$ cat config.mk
export PLATFORM = sky130hd
export DESIGN_NAME = gps_pin_ctrl
export DESIGN_NICKNAME = d
export VERILOG_FILES = /design/src/verilog/gps_pkg.sv /design/src/verilog/gps_dbc_if.sv /design/src/verilog/gps_debounce.sv /design/src/verilog/gps_pin_ctrl.sv
export SDC_FILE = /design/constraint.sdc
export NUM_CORES = 1
export LEC_CHECK = 0
export ABC_AREA = 1
export ABC_CLOCK_PERIOD_IN_PS = 1900
export BUFFER_PORTS_ARGS = -buffer_cell sky130_fd_sc_hd__clkbuf_2
export CAP_MARGIN = 20
export CELL_PAD_IN_SITES_DETAIL_PLACEMENT = 1
export CELL_PAD_IN_SITES_GLOBAL_PLACEMENT = 2
export CORE_MARGIN = 8
export CORE_UTILIZATION = 30
export CTS_CLUSTER_SIZE = 24
export DETAILED_ROUTE_END_ITERATION = 12
export GPL_TIMING_DRIVEN = 1
export MAX_ROUTING_LAYER = met4
export PLACE_DENSITY = 0.8
export SLEW_MARGIN = 20
export SYNTH_ARGS = -nofsm -noshare
export SYNTH_HDL_FRONTEND = slang
export SYNTH_SLANG_ARGS = --single-unit
$ cat constraint.sdc
create_clock -name i_clk -period 1.9 [get_ports i_clk]
set_input_delay 0.475 -clock i_clk [delete_from_list [all_inputs] [get_ports i_clk]]
set_output_delay 0.475 -clock i_clk [all_outputs]
set_load 0.03 [all_outputs]
$ cat src/verilog/gps_pkg.sv
// ****************************************************
// shared constants for the pin seven control block
// ****************************************************
package gps_pkg;
   // register offsets (word addresses on the plain port)
   localparam logic [15:0] GPS_CTRL_OFS = 16'h403e;  // pin_seven_control
   localparam logic [15:0] GPS_LVL_OFS = 16'h4100;   // pin level register
   // control register reset value and writable bits
   localparam logic [15:0] GPS_CTRL_RST = 16'ha400;
   localparam logic [15:0] GPS_CTRL_WMASK = 16'hfe8f;
   // field positions
   localparam int GPS_DIR_BIT = 15;    // pin_direction_sel, 1 = input
   localparam int GPS_PULL_HI = 14;    // pin_resistor_sel msb
   localparam int GPS_PULL_LO = 13;    // pin_resistor_sel lsb
   localparam int GPS_IMODE_BIT = 12;  // edge_irq_select
   localparam int GPS_SUP_BIT = 11;    // pin_supply_select
   localparam int GPS_POL_BIT = 10;    // pin_sense_invert, 1 = active high
   localparam int GPS_OD_BIT = 9;      // drain_only_driver
   localparam int GPS_ENA_BIT = 7;     // pin_drive_enable
   localparam int GPS_FN_HI = 3;       // pin_function_code msb
   // pull field codes
   localparam logic [1:0] GPS_PULL_DOWN = 2'h1;
   localparam logic [1:0] GPS_PULL_UP = 2'h2;
   // level register bits
   localparam int GPS_LVL_OUT_BIT = 0;  // value for register-driven output
   localparam int GPS_LVL_IN_BIT = 1;   // filtered input level (read only)
   // function codes that carry special meaning
   localparam logic [3:0] GPS_FN_GPIO_LONG = 4'h0;
   localparam logic [3:0] GPS_FN_GPIO = 4'h1;
   localparam logic [3:0] GPS_FN_ONOFF = 4'h2;
   localparam logic [3:0] GPS_FN_SLWK = 4'h3;
   localparam logic [3:0] GPS_FN_SLWK_LONG = 4'h4;
   localparam logic [3:0] GPS_FN_SLEEP = 4'h5;
   localparam logic [3:0] GPS_FN_PWRON = 4'h6;
   localparam logic [3:0] GPS_FN_WDOG = 4'h7;
   localparam logic [3:0] GPS_FN_VS1 = 4'h8;
   localparam logic [3:0] GPS_FN_VS2 = 4'h9;
   localparam logic [3:0] GPS_FN_HWEN1 = 4'ha;
   localparam logic [3:0] GPS_FN_HWEN2 = 4'hb;
   localparam logic [3:0] GPS_FN_HWC1 = 4'hc;
   localparam logic [3:0] GPS_FN_HWC2 = 4'hd;
   localparam logic [3:0] GPS_FN_HWC1_LONG = 4'he;
   localparam logic [3:0] GPS_FN_HWC2_LONG = 4'hf;
   // clock and external power clock timing
   localparam longint GPS_CLK_HZ = 250000000;
   localparam longint GPS_EXT_CLK_HZ = 2000000;
   localparam int GPS_EXT_DIV = int'(GPS_CLK_HZ / GPS_EXT_CLK_HZ);
   localparam int GPS_EXT_HALF = GPS_EXT_DIV / 2;
   // default debounce lengths in clock cycles
   localparam int GPS_SHORT_DB_CYC = 16;
   localparam int GPS_LONG_DB_CYC = 1024;
endpackage : gps_pkg
$ cat src/verilog/gps_dbc_if.sv
`timescale 1ns/10ps
// ****************************************************
// raw level in, filtered level out of one debouncer
// ****************************************************
interface gps_dbc_if;
   logic raw;    // active-level sample of the pin
   logic clean;  // level after the filter
   modport filt (input raw, output clean);
   modport user (output raw, input clean);
endinterface : gps_dbc_if

$ cat src/verilog/gps_debounce.sv
`timescale 1ns/10ps
// ****************************************************
// stable-count debouncer
// ****************************************************
module gps_debounce import gps_pkg::*; #(
   parameter int CYC = GPS_SHORT_DB_CYC
) (
   input wire logic i_clk,
   input wire logic i_arst_n,
   gps_dbc_if.filt bus
);
   localparam int CW = $clog2(CYC + 1);
   localparam logic [CW-1:0] LAST = CW'(CYC - 1);

   logic [CW-1:0] cnt_q;  // cycles the raw level has differed
   logic clean_q;         // filtered level
   wire differ = bus.raw != clean_q;
   wire done = cnt_q == LAST;

   // count a new level, accept it once stable for CYC cycles
   always_ff @(posedge i_clk or negedge i_arst_n) begin
      if (!i_arst_n) begin
         cnt_q <= '0;
         clean_q <= 1'b0;
      end else if (!differ) begin
         cnt_q <= '0;
      end else if (done) begin
         cnt_q <= '0;
         clean_q <= bus.raw;
      end else begin
         cnt_q <= cnt_q + CW'(1);
      end
   end

   assign bus.clean = clean_q;
endmodule : gps_debounce

$ cat src/verilog/gps_pin_ctrl.sv
`timescale 1ns/10ps
// Behaviour
// - pull field: none, down, up, reserved
// - mode 0: one edge chosen by polarity
// - mode 1: interrupt on both edges
// - bit 11 picks pin supply domain
// - polarity bit sets pin sense
// - bit 9 picks push-pull or open-drain
// - enable low keeps pin tri-stated
// - input codes 0,1: plain input, debounce
// - input codes 2-6: power requests
// - input codes 7-9: watchdog, voltage selects
// - input codes 10-15: hardware enables, controls
// - output codes 0-4: register, osc, states
// - output 12-15: good flags, clock, reset
module gps_pin_ctrl import gps_pkg::*; #(
   parameter int SHORT_DB_CYC = GPS_SHORT_DB_CYC,
   parameter int LONG_DB_CYC = GPS_LONG_DB_CYC
) (
   input wire logic i_clk,
   input wire logic i_arst_n,
   // register port
   input wire logic [15:0] i_addr,
   input wire logic [15:0] i_wdata,
   input wire logic i_wr,
   input wire logic i_rd,
   output logic [15:0] o_rdata,
   // pin
   input wire logic i_pin_in,
   output logic o_pin_out,
   output logic o_pin_oe,
   output logic o_pull_up,
   output logic o_pull_down,
   output logic o_supply_always_on,
   output logic o_pin_irq,
   // internal sources for output functions
   input wire logic i_osc_32k,
   input wire logic i_on_state,
   input wire logic i_sleep_state,
   input wire logic i_state_change,
   input wire logic [1:0] i_vs_done,
   input wire logic [1:0] i_ext_pwr_en,
   input wire logic i_system_supply_good,
   input wire logic i_converter_power_good,
   input wire logic i_aux_reset,
   // internal sinks for input functions
   output logic o_power_onoff_req,
   output logic o_sleep_wake_req,
   output logic o_sleep_req,
   output logic o_power_on_req,
   output logic o_watchdog_reset,
   output logic o_voltage_scale_select_one,
   output logic o_voltage_scale_select_two,
   output logic [1:0] o_hw_enable,
   output logic [1:0] o_hw_control
);
   // ****************************************************
   // register port
   // ****************************************************
   logic [15:0] ctrl_q;   // pin_seven_control
   logic out_lvl_q;       // value for register-driven output
   logic [15:0] rdata_q;  // read data, valid one cycle after strobe

   wire hit_ctrl = i_addr == GPS_CTRL_OFS;
   wire hit_lvl = i_addr == GPS_LVL_OFS;
   wire wr_ctrl = i_wr && hit_ctrl;
   wire wr_lvl = i_wr && hit_lvl;

   // control fields
   wire dir_in = ctrl_q[GPS_DIR_BIT];
   wire [1:0] pull = ctrl_q[GPS_PULL_HI:GPS_PULL_LO];
   wire both_edges = ctrl_q[GPS_IMODE_BIT];
   wire pol_high = ctrl_q[GPS_POL_BIT];
   wire od_mode = ctrl_q[GPS_OD_BIT];
   wire pin_en = ctrl_q[GPS_ENA_BIT];
   wire [3:0] fn = ctrl_q[GPS_FN_HI:0];

   // write path, unassigned bits masked off
   always_ff @(posedge i_clk or negedge i_arst_n) begin
      if (!i_arst_n) begin
         ctrl_q <= GPS_CTRL_RST;
         out_lvl_q <= 1'b0;
      end else begin
         if (wr_ctrl) begin
            ctrl_q <= i_wdata & GPS_CTRL_WMASK;
         end
         if (wr_lvl) begin
            out_lvl_q <= i_wdata[GPS_LVL_OUT_BIT];
         end
      end
   end

   // read mux, unmapped addresses read zero
   logic sel_lvl;  // filtered input level in use
   wire [15:0] lvl_word = {14'h0000, sel_lvl, out_lvl_q};
   wire [15:0] rd_mux = hit_ctrl ? ctrl_q : (hit_lvl ? lvl_word : 16'h0000);

   // read data stands only in the cycle after the strobe
   always_ff @(posedge i_clk or negedge i_arst_n) begin
      if (!i_arst_n) begin
         rdata_q <= 16'h0000;
      end else begin
         rdata_q <= i_rd ? rd_mux : 16'h0000;
      end
   end
   assign o_rdata = rdata_q;

   // ****************************************************
   // static pad settings
   // ****************************************************
   // pull decode, reserved code pulls nothing
   assign o_pull_down = pull == GPS_PULL_DOWN;
   assign o_pull_up = pull == GPS_PULL_UP;
   assign o_supply_always_on = ctrl_q[GPS_SUP_BIT];

   // ****************************************************
   // input path and debounce
   // ****************************************************
   logic pin_q;  // pin sample
   always_ff @(posedge i_clk or negedge i_arst_n) begin
      if (!i_arst_n) begin
         pin_q <= 1'b0;
      end else begin
         pin_q <= i_pin_in;
      end
   end

   // active level, inverted when polarity is low
   wire act_raw = pin_q ^ ~pol_high;

   gps_dbc_if db_short ();
   gps_dbc_if db_long ();
   assign db_short.raw = act_raw;
   assign db_long.raw = act_raw;

   gps_debounce #(.CYC(SHORT_DB_CYC)) u_db_short (
      .i_clk(i_clk),
      .i_arst_n(i_arst_n),
      .bus(db_short.filt)
   );
   gps_debounce #(.CYC(LONG_DB_CYC)) u_db_long (
      .i_clk(i_clk),
      .i_arst_n(i_arst_n),
      .bus(db_long.filt)
   );

   wire lvl_s = db_short.clean;
   wire lvl_l = db_long.clean;
   // long filter for codes marked long
   wire use_long = fn == GPS_FN_GPIO_LONG || fn == GPS_FN_SLWK_LONG
                   || fn == GPS_FN_HWC1_LONG || fn == GPS_FN_HWC2_LONG;
   assign sel_lvl = use_long ? lvl_l : lvl_s;
   wire in_act = pin_en && dir_in;

   // ****************************************************
   // input function routing
   // ****************************************************
   // request, watchdog, voltage select and hardware decode
   wire onoff_d = in_act && fn == GPS_FN_ONOFF && lvl_s;
   wire slwk_d = in_act && ((fn == GPS_FN_SLWK && lvl_s)
                 || (fn == GPS_FN_SLWK_LONG && lvl_l));
   wire sleep_d = in_act && fn == GPS_FN_SLEEP && lvl_s;
   wire pwron_d = in_act && fn == GPS_FN_PWRON && lvl_s;
   wire wdog_d = in_act && fn == GPS_FN_WDOG && lvl_s;
   wire vs1_d = in_act && fn == GPS_FN_VS1 && lvl_s;
   wire vs2_d = in_act && fn == GPS_FN_VS2 && lvl_s;
   wire [1:0] hwen_d = {in_act && fn == GPS_FN_HWEN2 && lvl_s,
                        in_act && fn == GPS_FN_HWEN1 && lvl_s};
   wire hwc1_d = (fn == GPS_FN_HWC1 && lvl_s) || (fn == GPS_FN_HWC1_LONG && lvl_l);
   wire hwc2_d = (fn == GPS_FN_HWC2 && lvl_s) || (fn == GPS_FN_HWC2_LONG && lvl_l);
   wire [1:0] hwc_d = {in_act && hwc2_d, in_act && hwc1_d};

   // registered sinks
   always_ff @(posedge i_clk or negedge i_arst_n) begin
      if (!i_arst_n) begin
         o_power_onoff_req <= 1'b0;
         o_sleep_wake_req <= 1'b0;
         o_sleep_req <= 1'b0;
         o_power_on_req <= 1'b0;
         o_watchdog_reset <= 1'b0;
         o_voltage_scale_select_one <= 1'b0;
         o_voltage_scale_select_two <= 1'b0;
         o_hw_enable <= 2'h0;
         o_hw_control <= 2'h0;
      end else begin
         o_power_onoff_req <= onoff_d;
         o_sleep_wake_req <= slwk_d;
         o_sleep_req <= sleep_d;
         o_power_on_req <= pwron_d;
         o_watchdog_reset <= wdog_d;
         o_voltage_scale_select_one <= vs1_d;
         o_voltage_scale_select_two <= vs2_d;
         o_hw_enable <= hwen_d;
         o_hw_control <= hwc_d;
      end
   end

   // ****************************************************
   // edge interrupt
   // ****************************************************
   logic prev_lvl_q;  // level one cycle ago
   logic irq_q;       // one-cycle interrupt pulse
   wire rose = sel_lvl && !prev_lvl_q;
   wire fell = !sel_lvl && prev_lvl_q;
   // single edge: active-going, pin edge set by polarity
   wire edge_hit = in_act && (rose || (both_edges && fell));

   always_ff @(posedge i_clk or negedge i_arst_n) begin
      if (!i_arst_n) begin
         prev_lvl_q <= 1'b0;
         irq_q <= 1'b0;
      end else begin
         prev_lvl_q <= sel_lvl;
         irq_q <= edge_hit;
      end
   end
   assign o_pin_irq = irq_q;

   // ****************************************************
   // external power clock divider
   // ****************************************************
   logic [7:0] ext_cnt_q;  // position within one 2 MHz period
   wire ext_wrap = ext_cnt_q == 8'(GPS_EXT_DIV - 1);
   wire ext_clk = ext_cnt_q < 8'(GPS_EXT_HALF);

   always_ff @(posedge i_clk or negedge i_arst_n) begin
      if (!i_arst_n) begin
         ext_cnt_q <= 8'h00;
      end else begin
         ext_cnt_q <= ext_wrap ? 8'h00 : ext_cnt_q + 8'h01;
      end
   end

   // ****************************************************
   // output function routing
   // ****************************************************
   logic [15:0] out_src;  // source per function code
   assign out_src[0] = out_lvl_q;
   assign out_src[1] = i_osc_32k;
   assign out_src[2] = i_on_state;
   assign out_src[3] = i_sleep_state;
   assign out_src[4] = i_state_change;
   // reserved codes idle, then done and enables
   assign out_src[7:5] = 3'h0;
   assign out_src[9:8] = i_vs_done;
   assign out_src[11:10] = i_ext_pwr_en;
   // good flags, 2 MHz clock, auxiliary reset
   assign out_src[12] = i_system_supply_good;
   assign out_src[13] = i_converter_power_good;
   assign out_src[14] = ext_clk;
   assign out_src[15] = i_aux_reset;

   // active-low sense inverts the pin level
   wire pin_val = out_src[fn] ^ ~pol_high;
   // disabled or input pin never driven
   wire oe_d = pin_en && !dir_in && (!od_mode || !pin_val);
   wire out_d = od_mode ? 1'b0 : pin_val;

   logic pin_out_q;  // registered pin level
   logic pin_oe_q;   // registered drive enable
   always_ff @(posedge i_clk or negedge i_arst_n) begin
      if (!i_arst_n) begin
         pin_out_q <= 1'b0;
         pin_oe_q <= 1'b0;
      end else begin
         pin_out_q <= out_d;
         pin_oe_q <= oe_d;
      end
   end
   assign o_pin_out = pin_out_q;
   assign o_pin_oe = pin_oe_q;
endmodule : gps_pin_ctrl

======== Word-level counts from Yosys, hierarchy flattened ========
Index checks and enable logic that the tools add are counted.
word-level totals
  register bits ........................... 71
  bits in latches ......................... 0
  bits in writable memories ............... 0
  ROM bits ................................ 0
  input bits .............................. 48
  memories kept ........................... 0
cells by class
  $add $sub $neg .......................... 3
  $mul .................................... 0
  div/mod/pow operators ................... 0
  $lt $le $gt $ge ......................... 2
  equal/unequal tests ..................... 23
  shift-type cells ........................ 0
  muxes and demuxes ....................... 12
  bitwise operators ....................... 3
  reductions and logical operators ........ 50
operator list
  cell                   count
  $logic_and 1x1->1      34
  $eq 16x15->1 const B   2
  $eq 4x4->1 const B     8
  $mux 16                2
  $mux 11                2
  $eq 4x3->1 const B     4
  $add 11x1->11 const B  1
  $eq 11x10->1 const B   1
  $mux 5                 2
  $add 8x1->8 const B    1
  $eq 4x2->1 const B     2
  $eq 8x7->1 const B     1
  $logic_or 1x1->1       8
  $lt 8x6->1 const B     1
  $mux 8                 1
  $add 5x1->5 const B    1
  $eq 5x4->1 const B     1
  $logic_not 1->1        5
  $lt 4x5->1 const B     1
  $bmux 1 s4             1
  $logic_not 4->1        1
  $reduce_and 2->1       2
  $mux 1                 3
  $eq 2x1->1 const B     1
  5 further kinds        7

======== Depth between registers and ports, before layout ========
Gate-level depths: netlist (run 1).
  word-level depth ........................ 10
  depth in mapped cells ................... 13
  gate-level depth less buffers ........... 12

======== By module ========
A second synthesis (run 1) with hierarchy kept.
second synthesis, totals
  cell total of the unflattened synthesis .. 393
  area, all modules ....................... 3319.4 um2
by module, submodules not included
  module                     instances  cells each  area each (um2)  seq. area each (um2)
  gps_pin_ctrl               1          286         2397.3           1229.9
  gps_debounce (u_db_long)   1          74          649.4            300.3
  gps_debounce (u_db_short)  1          33          272.8            150.1

======== Worst setup path after synthesis (run 1) ========
Ideal clock, no wire load.
  path kind ............................... input-to-reg
  from .................................... input i_addr[11]
  to ...................................... register ctrl_q[11]
  setup time .............................. 119 ps
  data arrival time ....................... 1361 ps
  required time ........................... 1781 ps
  path slack .............................. 420 ps
  stages .................................. 6
  buffers on the path ..................... 1
  cells stage by stage .................... or2_0 -> nor4_2 -> nand3_2 -> buf_6 -> nand2_1 -> o21ai_2
on the way
  cells in the longest elaborated chain, start to end .. 2
RTL lines
  what                    line                RTL
  start: declaration      gps_pin_ctrl.sv:23  input wire logic [15:0] i_addr,
  $eq 16x15->1            gps_pin_ctrl.sv:64  wire hit_ctrl = i_addr == GPS_CTRL_OFS;
  $logic_and 1x1->1       gps_pin_ctrl.sv:66  wire wr_ctrl = i_wr && hit_ctrl;
  end signal: assignment  gps_pin_ctrl.sv:85  ctrl_q <= i_wdata & GPS_CTRL_WMASK;
  end: declaration        gps_pin_ctrl.sv:60  logic [15:0] ctrl_q;
Every way passes these cells.
A chain may end at the register's enable or synchronous reset.

======== Worst setup path after layout (run 1) ========
  from .................................... register ctrl_q[13]
  to ...................................... output o_pull_down
on the way
  cells in the longest elaborated chain, start to end .. 1
RTL lines
  what              line                 RTL
  $eq 2x1->1        gps_pin_ctrl.sv:112  assign o_pull_down = pull == GPS_PULL_DOWN;
  end: declaration  gps_pin_ctrl.sv:33   output logic o_pull_down,
Every way passes these cells.

==> results.yml, run 1 <==
outcome:
  status: "complete, no violations"
clocking:
  clk_pin_slew_worst_paths_ps: 70
  postCtsHoldBufs: 0
  cts_root_buf: "clkbuf_8"
  clock-sinks: 67
  clk_latency_ps: 340
  cts_setup_buffers: 0
  cts_tree: "built"
  cts-buffers-inserted: 9
  ctsResizeCount: 0
  clockBufferDepth: 2
  htree_levels: 3
critical_path:
  crit_path_cell_trace: "inv_1 -> nor2_1 -> clkbuf_2"
  critPathLaunchType: "flop"
  reg2regPathDepth: 10
  critPathMaxStageDelay_ps: 550
  cp.required_ps: 1420
  crit_type: "reg -> out"
  cpMaxStageDelayCell: "dfstp_2"
  endpoint_kind: "primary output"
  worstPathArrival_ps: 1230
  critical_path.max_fanout: 3
finish:
  fin_nets: 502
  area_growth_pct: 21.7
  diodes: 0
  drive_above_1_share_pct: 27.5
  final_cells: 591
  design_area_um2: 3910
grt:
  grtUsageMet3_pct: 3.26
  grt_remaining_overflow: 0
  grt_max_degree: 37
  first_global_vias: 2992
  grt_pass1_wl_mm: 13.6
  met1_usage_pct: 14.0
  grt.total_usage_pct: 12.1
  grt_use_met2_pct: 19.9
  busiest_layer: "met2"
  antenna_found_initial: 0
floorplan:
  die_h_um: 119
  io_pins: 81
  rows: 37
  die_x_um: 119
  core_um2: 10400
  start_util_pct: 31.0
  die_area_um2: 14300
drt:
  drt_pre_antenna_iters: 4
  wl_per_cell_um: 13.2
  ant_nets: 0
  drtIter0Drc: 104
  wirelength_mm: 7.79
  drc: 0
  viasPerCell: 4.39
  vias: 2594
logic_synthesis:
  synth_top_area_share_pct: 49.9
  netlist_area_um2: 3210
  syn_area_per_cell_um2: 8.70
  syn_inst: 369
  yosysWarningCount: 0
  synthTopCellsByArea: "dfrtp_1 (50%), inv_1 (7.8%), nand2_1 (7.4%)"
  yosysSeqAreaShare_pct: 52.3
  synth_area_leader_cell: "dfrtp_1"
  yosysUniqueCellTypes: 37
  synth-edff-count: 0
  ys_seq_elements: 67
  async_flop_share_pct: 100
  ys.flop_type: "dfrtp_1"
place:
  place_inst: 575
  io_buffers: 72
  dp_slack_ps: 231
  dp_hpwl_mm: 6.22
  place.gp.congestion: 0.755
  place_area_um2: 3730
sta:
  finalSetupTns_ps: 0
  relSlewSlack_pct: 63.2
  rsz0062_at_grt: "false"
  slew_viol_final: 0
  setup_viol: 0
  worst_pin_slew_ps: 547
  postLayoutSetupSlackWorst_ps: 191
  timing.final.hold_violations: 0
  period_share_pct: 89.9
  fmax_mhz: 585
  fin_crit_ps: 1710
  fin_skew_ps: 6.01
run:
  drv_cap: 0
pwr:
  max-vdd-ir-drop_v: 0.000309
  p_leak_nw: 2.02
  p_per_area_nw_per_um2: 682
hold_path:
  hold_path_class: "in -> async"
## through the flow
stage	hold WS, ps	utilization (%)	power [W]
2_1_floorplan	179	-	0.00154
3_3_place_gp	436	35.9	0.00163
3_5_place_dp	444	35.9	0.00163
4_1_cts	61.1	37.7	0.00272
5_1_grt	83.0	37.7	0.00279
6_report	67.0	37.7	0.00266
## placed cells by master, fill, tap and decap left out, types with 4 or more instances in the layout
cell type and count:
conb_1 4, o21ai_0 7, nand3b_1 4, nand2_1 63, buf_4 4, ha_1 4
nand3_1 16, nand4_1 7, xor2_1 4, nor3_1 9, dfrtp_1 64, o21ai_2 13
nor2_1 56, a21oi_1 9, clkbuf_8 11, clkbuf_2 71, inv_1 67
## Yosys cell counts, drive strengths merged, types with 2 or more instances
cell,n
a211oi,2
a21oi,9
buf,9
dfrtp,64
dfstp,3
ha,4
inv,68
nand2,66
nand3,19
nand3b,4
nand4,7
nor2,60
nor3,11
nor3b,3
nor4,4
o21ai,21
o22ai,2
xnor2,2
xor2,6
## final cells by class
type	instances	area [um2]
Multi-Input combinational cell	227	1210
Sequential cell	67	1680
Inverter	68	255
Tap cell	136	170
Clock inverter	4	25.0
Timing Repair Buffer	77	410
Fill cell	1278	6460
Clock buffer	12	155
## sequential cells by signal, summed over array words and instances (netlist names), 2 cells and up
name	flops
ctrl_q	12
ext_cnt_q	8
o_hw_control	2
o_hw_enable	2
o_rdata	12
u_db_long.cnt_q	11
u_db_short.cnt_q	5
## worst max-delay path, delay by kind of cell (launching register included)
family | cells | cell delay, ps
flip-flops | 1 | 550
buffers and inverters | 2 | 260
AND/OR/NAND/NOR | 1 | 80
## per-layer routing
metal,share of wire (%),vias to the layer above
met3,3.8,11
met5,0,-
met1,46,1226
met2,48,63
li1,-,1294
met4,1.5,0
## final timing paths
path	start	end	slack [ps]
max	ctrl_q[13]	o_pull_down	190
min	i_arst_n	u_db_short.cnt_q[2]	70
max reg2reg	u_db_long.cnt_q[0]	u_db_long.cnt_q[3]	260
min reg2reg	prev_lvl_q	o_pin_irq	460
max in group asynchronous	i_arst_n	ctrl_q[10]	1230
min in group i_clk	i_pin_in	pin_q	250
## power breakdown
part	switching (W)	internal, W	total [W]
clock	0.000523	0.000540	0.00106
combinational	0.0000928	0.0000591	0.000152
sequential	0.00000902	0.00144	0.00145
total	0.000625	0.00204	0.00266
## logic make-up after synthesis
logic type	after synthesis	synth area share, %
other	1	0.117
adder cells (fa/ha/maj)	4	1.56
AND/OR/NAND/NOR	175	25.5
XOR/XNOR	8	2.65
flip-flops	67	52.3
buffers and inverters	78	10.3
AO/OA/AOI/OAI	36	7.48
(Power assumes the default switching activity.)
==> run 2, diff against run 1 <==
SYNTH_HIERARCHICAL = 1   (was not set)
==> results.yml, run 2 <==
clocking:
  ctsResizeCount: 0
  clockBufferDepth: 2
  clock-sinks: 67
  cts_tree: "built"
  cts-buffers-inserted: 9
  htree_levels: 3
  cts_setup_buffers: 0
  clk_pin_slew_worst_paths_ps: 80
  clk_latency_ps: 340
  cts_root_buf: "clkbuf_8"
  postCtsHoldBufs: 0
sta:
  fmax_mhz: 579
  worst_pin_slew_ps: 535
  slew_viol_final: 0
  period_share_pct: 91.0
  relSlewSlack_pct: 64.3
  fin_crit_ps: 1730
  fin_skew_ps: 5.92
  rsz0062_at_grt: "false"
  finalSetupTns_ps: 0
  timing.final.hold_violations: 0
  setup_viol: 0
logic_synthesis:
  syn_area_per_cell_um2: 8.45
  syn_inst: 393
  synth-edff-count: 0
  ys.flop_type: "dfrtp_1"
  yosysSeqAreaShare_pct: 50.6
  netlist_area_um2: 3320
  async_flop_share_pct: 100
  synth_top_area_share_pct: 48.2
  synth.most_common_cell: "nand2_1"
  ys_seq_elements: 67
  synth_area_leader_cell: "dfrtp_1"
  synthTopCellsByArea: "dfrtp_1 (48%), nand2_1 (9.4%), inv_1 (7.6%)"
  yosysUniqueCellTypes: 41
  yosysWarningCount: 6
  synth_common_cells: "nand2_1 (83), inv_1 (67), dfrtp_1 (64)"
place:
  io_buffers: 72
  dp_hpwl_mm: 6.41
  place_inst: 603
  place.gp.congestion: 0.751
critical_path:
  endpoint_kind: "primary output"
  r2r_start: "ctrl_q[10]"
  critical_path.max_fanout: 3
  crit_end: "o_pull_down"
  reg2regPathDepth: 5
  worstPathArrival_ps: 1250
  cp.required_ps: 1420
  setup.worst_path.start: "ctrl_q[13]"
  r2r_end: "u_db_long/cnt_q[3]"
  rrSetupSlack_ps: 310
  crit_type: "reg -> out"
  critPathLaunchType: "flop"
pwr:
  power_w: 0.00305
  swShare_pct: 22.1
  max-vdd-ir-drop_v: 0.000282
  internal_power_w: 0.00237
  pwr-share-seq_pct: 47.5
  power_switching_w: 0.000672
  p_per_area_nw_per_um2: 743
  combPwrFrac_pct: 5.3
  clockPowerShare_pct: 47.2
  p_leak_nw: 2.17
finish:
  area_growth_pct: 23.6
  drive_above_1_share_pct: 28.4
  fin_util_pct: 37.8
  diodes: 0
  layout_commonest_cell: "nand2_1"
  fin_nets: 526
  final_cells: 619
  final_cell_mix: "nand2_1 (83), clkbuf_2 (71), inv_1 (67), dfrtp_1 (64), nor2_1 (59)"
drt:
  viasPerCell: 4.38
  ant_nets: 0
  wirelength_mm: 7.87
  drc: 0
  drt_pre_antenna_iters: 4
  drtIter0Drc: 44
  wl_per_cell_um: 12.7
  vias: 2712
run:
  drv_cap: 0
grt:
  grt_pass1_wl_mm: 13.9
  grt_max_degree: 28
  grt.total_usage_pct: 12.1
  first_global_vias: 3001
  antenna_found_initial: 0
  grt_remaining_overflow: 0
floorplan:
  rows: 38
  io_pins: 81
  core_um2: 10800
  die_h_um: 121
  start_util_pct: 30.6
  die_area_um2: 14700
  die_x_um: 121
outcome:
  status: "complete, no violations"
hold_path:
  hold_path_class: "in -> async"
-- run 2: area by class of cell --
| class | count | area [um2] |
|---|---|---|
| repair buffers | 76 | 428 |
| inverters | 72 | 270 |
| multi-input cells | 248 | 1310 |
| fillers | 1336 | 6740 |
| well taps | 140 | 175 |
| clock buffers | 10 | 128 |
| flip-flops and latches | 67 | 1680 |
| clock inverters | 6 | 114 |
-- run 2: cell families (layout without fill, tap and decap cells) --
family / Yosys count / in the layout / share of synthesized area, %
AND/OR/NAND/NOR: 200 / 200 / 28.8
AO/OA/AOI/OAI: 34 / 34 / 7.05
buffers and inverters: 81 / 164 / 10.3
adder cells (fa/ha/maj): 4 / 4 / 1.51
XOR/XNOR: 6 / 6 / 1.58
other: 1 / 4 / 0.113
flip-flops: 67 / 67 / 50.6
-- run 2: worst min path at each step --
stage	start	end	slack (ps)	depth (start not counted)
6_report	i_arst_n	o_sleep_req	110	1
5_1_grt	i_arst_n	o_sleep_req	130	1
4_1_cts	i_arst_n	o_sleep_req	100	1
3_5_place_dp	prev_lvl_q	o_pin_irq	450	1
3_3_place_gp	prev_lvl_q	o_pin_irq	440	1
2_1_floorplan	i_arst_n	ctrl_q[0]	180	0
-- run 2: per-layer routing --
layer | share of wire (%) | GRT usage [%] | vias to the layer above
met1 | 47 | 14.5 | 1279
met3 | 5.3 | 3.96 | 9
met4 | 1.3 | 3.70 | 0
met2 | 46 | 18.9 | 58
met5 | 0 | - | -
li1 | - | - | 1366
-- run 2: worst max-delay path, cell delays in order, from the launching register on --
cell and delay, ps:
dfstp_2 550, inv_1 60, nor2_1 90, clkbuf_2 210
-- run 2: metrics by stage --
step / worst slack (ps) / hold slack, ps / instance area (um2)
3_5_place_dp: 207 / 455 / 3860
5_1_grt: 103 / 132 / 4100
2_1_floorplan: 416 / 179 / 3330
3_3_place_gp: 295 / 443 / 3860
6_report: 172 / 108 / 4100
4_1_cts: 121 / 103 / 4100
-- run 2: power groups by stage --
stage | clock network (W) | registers (W) | logic, W
floorplan | 0 | 0.00147 | 0.0000704
global route | 0.00156 | 0.00145 | 0.000187
global placement | 0 | 0.00147 | 0.000161
CTS | 0.00150 | 0.00145 | 0.000167
finish | 0.00144 | 0.00145 | 0.000161
detailed placement | 0 | 0.00148 | 0.000167
==> run 3, diff against run 2 <==
MAX_ROUTING_LAYER = not set   (was met4)
==> results.yml, run 3 (synthesized netlist as in run 2, its figures left out) <==
floorplan:
  io_pins: 81
  die_area_um2: 14700
  rows: 38
  die_x_um: 121
  die_h_um: 121
  start_util_pct: 30.6
  core_um2: 10800
clocking:
  cts-buffers-inserted: 9
  clock-sinks: 67
  ctsResizeCount: 0
  clk_pin_slew_worst_paths_ps: 80
  cts_root_buf: "clkbuf_8"
  clk_latency_ps: 340
  clockBufferDepth: 2
  postCtsHoldBufs: 0
  cts_tree: "built"
  htree_levels: 3
  cts_setup_buffers: 0
pwr:
  p_leak_nw: 2.17
  max-vdd-ir-drop_v: 0.000282
  combPwrFrac_pct: 5.3
  power_switching_w: 0.000671
  clockPowerShare_pct: 47.2
  p_per_area_nw_per_um2: 742
  internal_power_w: 0.00237
  swShare_pct: 22.0
  pwr-share-seq_pct: 47.5
sta:
  relSlewSlack_pct: 64.3
  fin_skew_ps: 5.91
  finalSetupTns_ps: 0
  fmax_mhz: 579
  worst_pin_slew_ps: 535
  setup_viol: 0
  fin_crit_ps: 1730
  slew_viol_final: 0
  period_share_pct: 90.9
  rsz0062_at_grt: "false"
  timing.final.hold_violations: 0
grt:
  grt.total_usage_pct: 11.7
  grt_pass1_wl_mm: 13.9
  antenna_found_initial: 0
  met1_usage_pct: 14.0
  grt_use_met2_pct: 18.9
  grt_max_degree: 28
  grt_remaining_overflow: 0
  first_global_vias: 3001
  busiest_layer: "met2"
  grtUsageMet3_pct: 4.65
finish:
  drive_above_1_share_pct: 28.4
  final_cell_mix: "nand2_1 (83), clkbuf_2 (71), inv_1 (67), dfrtp_1 (64), nor2_1 (59)"
  final_cells: 619
  layout_commonest_cell: "nand2_1"
  fin_nets: 526
  diodes: 0
  area_growth_pct: 23.6
hold_path:
  hold_path_class: "in -> async"
drt:
  viasPerCell: 4.37
  wirelength_mm: 7.85
  drc: 0
  drtIter0Drc: 49
  vias: 2706
  ant_nets: 0
  wl_per_cell_um: 12.7
  drt_pre_antenna_iters: 4
critical_path:
  crit_type: "reg -> out"
  worstPathArrival_ps: 1250
  cp.required_ps: 1420
  rrSetupSlack_ps: 310
  endpoint_kind: "primary output"
  reg2regPathDepth: 5
  critical_path.max_fanout: 3
  critPathLaunchType: "flop"
place:
  dp_hpwl_mm: 6.41
  place_inst: 603
  place.gp.congestion: 0.742
  io_buffers: 72
outcome:
  status: "complete, no violations"
run:
  drv_cap: 0
## run 3: cell counts in the layout (fill, tap and decap cells not counted)
Identical to the previous run, type by type.
## run 3: power groups by stage
| stage | Combinational [W] | Clock (W) | Sequential, W |
|---|---|---|---|
| floorplan | 0.0000704 | 0 | 0.00147 |
| global placement | 0.000161 | 0 | 0.00147 |
| detailed placement | 0.000167 | 0 | 0.00148 |
| CTS | 0.000167 | 0.00150 | 0.00145 |
| global route | 0.000187 | 0.00155 | 0.00145 |
| finish | 0.000161 | 0.00144 | 0.00145 |
## run 3: critical path, cell delays in order, from the launching register on
cell	delay (ps)
dfstp_2	550
inv_1	60
nor2_1	90
clkbuf_2	210
## run 3: worst paths after layout
| check | from | endpoint |
|---|---|---|
| setup / recovery | ctrl_q[13] | o_pull_down |
| hold / removal | i_arst_n | o_sleep_req |
| setup reg to reg | ctrl_q[10] | u_db_long/cnt_q[3] |
| hold reg to reg | prev_lvl_q | o_pin_irq |
| max in group asynchronous | i_arst_n | ctrl_q[13] |
| min in group i_clk | i_pin_in | pin_q |
## run 3: metal layers
| metal | vias to the layer above | part of all wire [%] | wire length, um |
|---|---|---|---|
| met5 | - | 0 | 0 |
| met4 | 0 | 1.1 | 87 |
| met3 | 8 | 7.0 | 553 |
| met2 | 57 | 46 | 3620 |
| met1 | 1274 | 46 | 3590 |
| li1 | 1367 | - | - |
## run 3: metrics by stage
| step | utilization, % | hold slack [ps] | setup WS (ps) | total power (W) | cell area, um2 |
|---|---|---|---|---|---|
| after floorplan | - | 179 | 416 | 0.00154 | 3330 |
| after global placement | 35.6 | 443 | 295 | 0.00164 | 3860 |
| after detailed placement | 35.6 | 455 | 207 | 0.00164 | 3860 |
| after CTS | 37.8 | 103 | 121 | 0.00311 | 4100 |
| after global routing | 37.8 | 134 | 105 | 0.00319 | 4100 |
| final | 37.8 | 109 | 174 | 0.00305 | 4100 |
## run 3: final cells by class
type	count	area [um2]
inverter	72	270
clock inverter	6	114
multi-input combinational	248	1310
tap	140	175
timing repair buffer	76	428
sequential	67	1680
fill	1336	6740
clock buffer	10	128
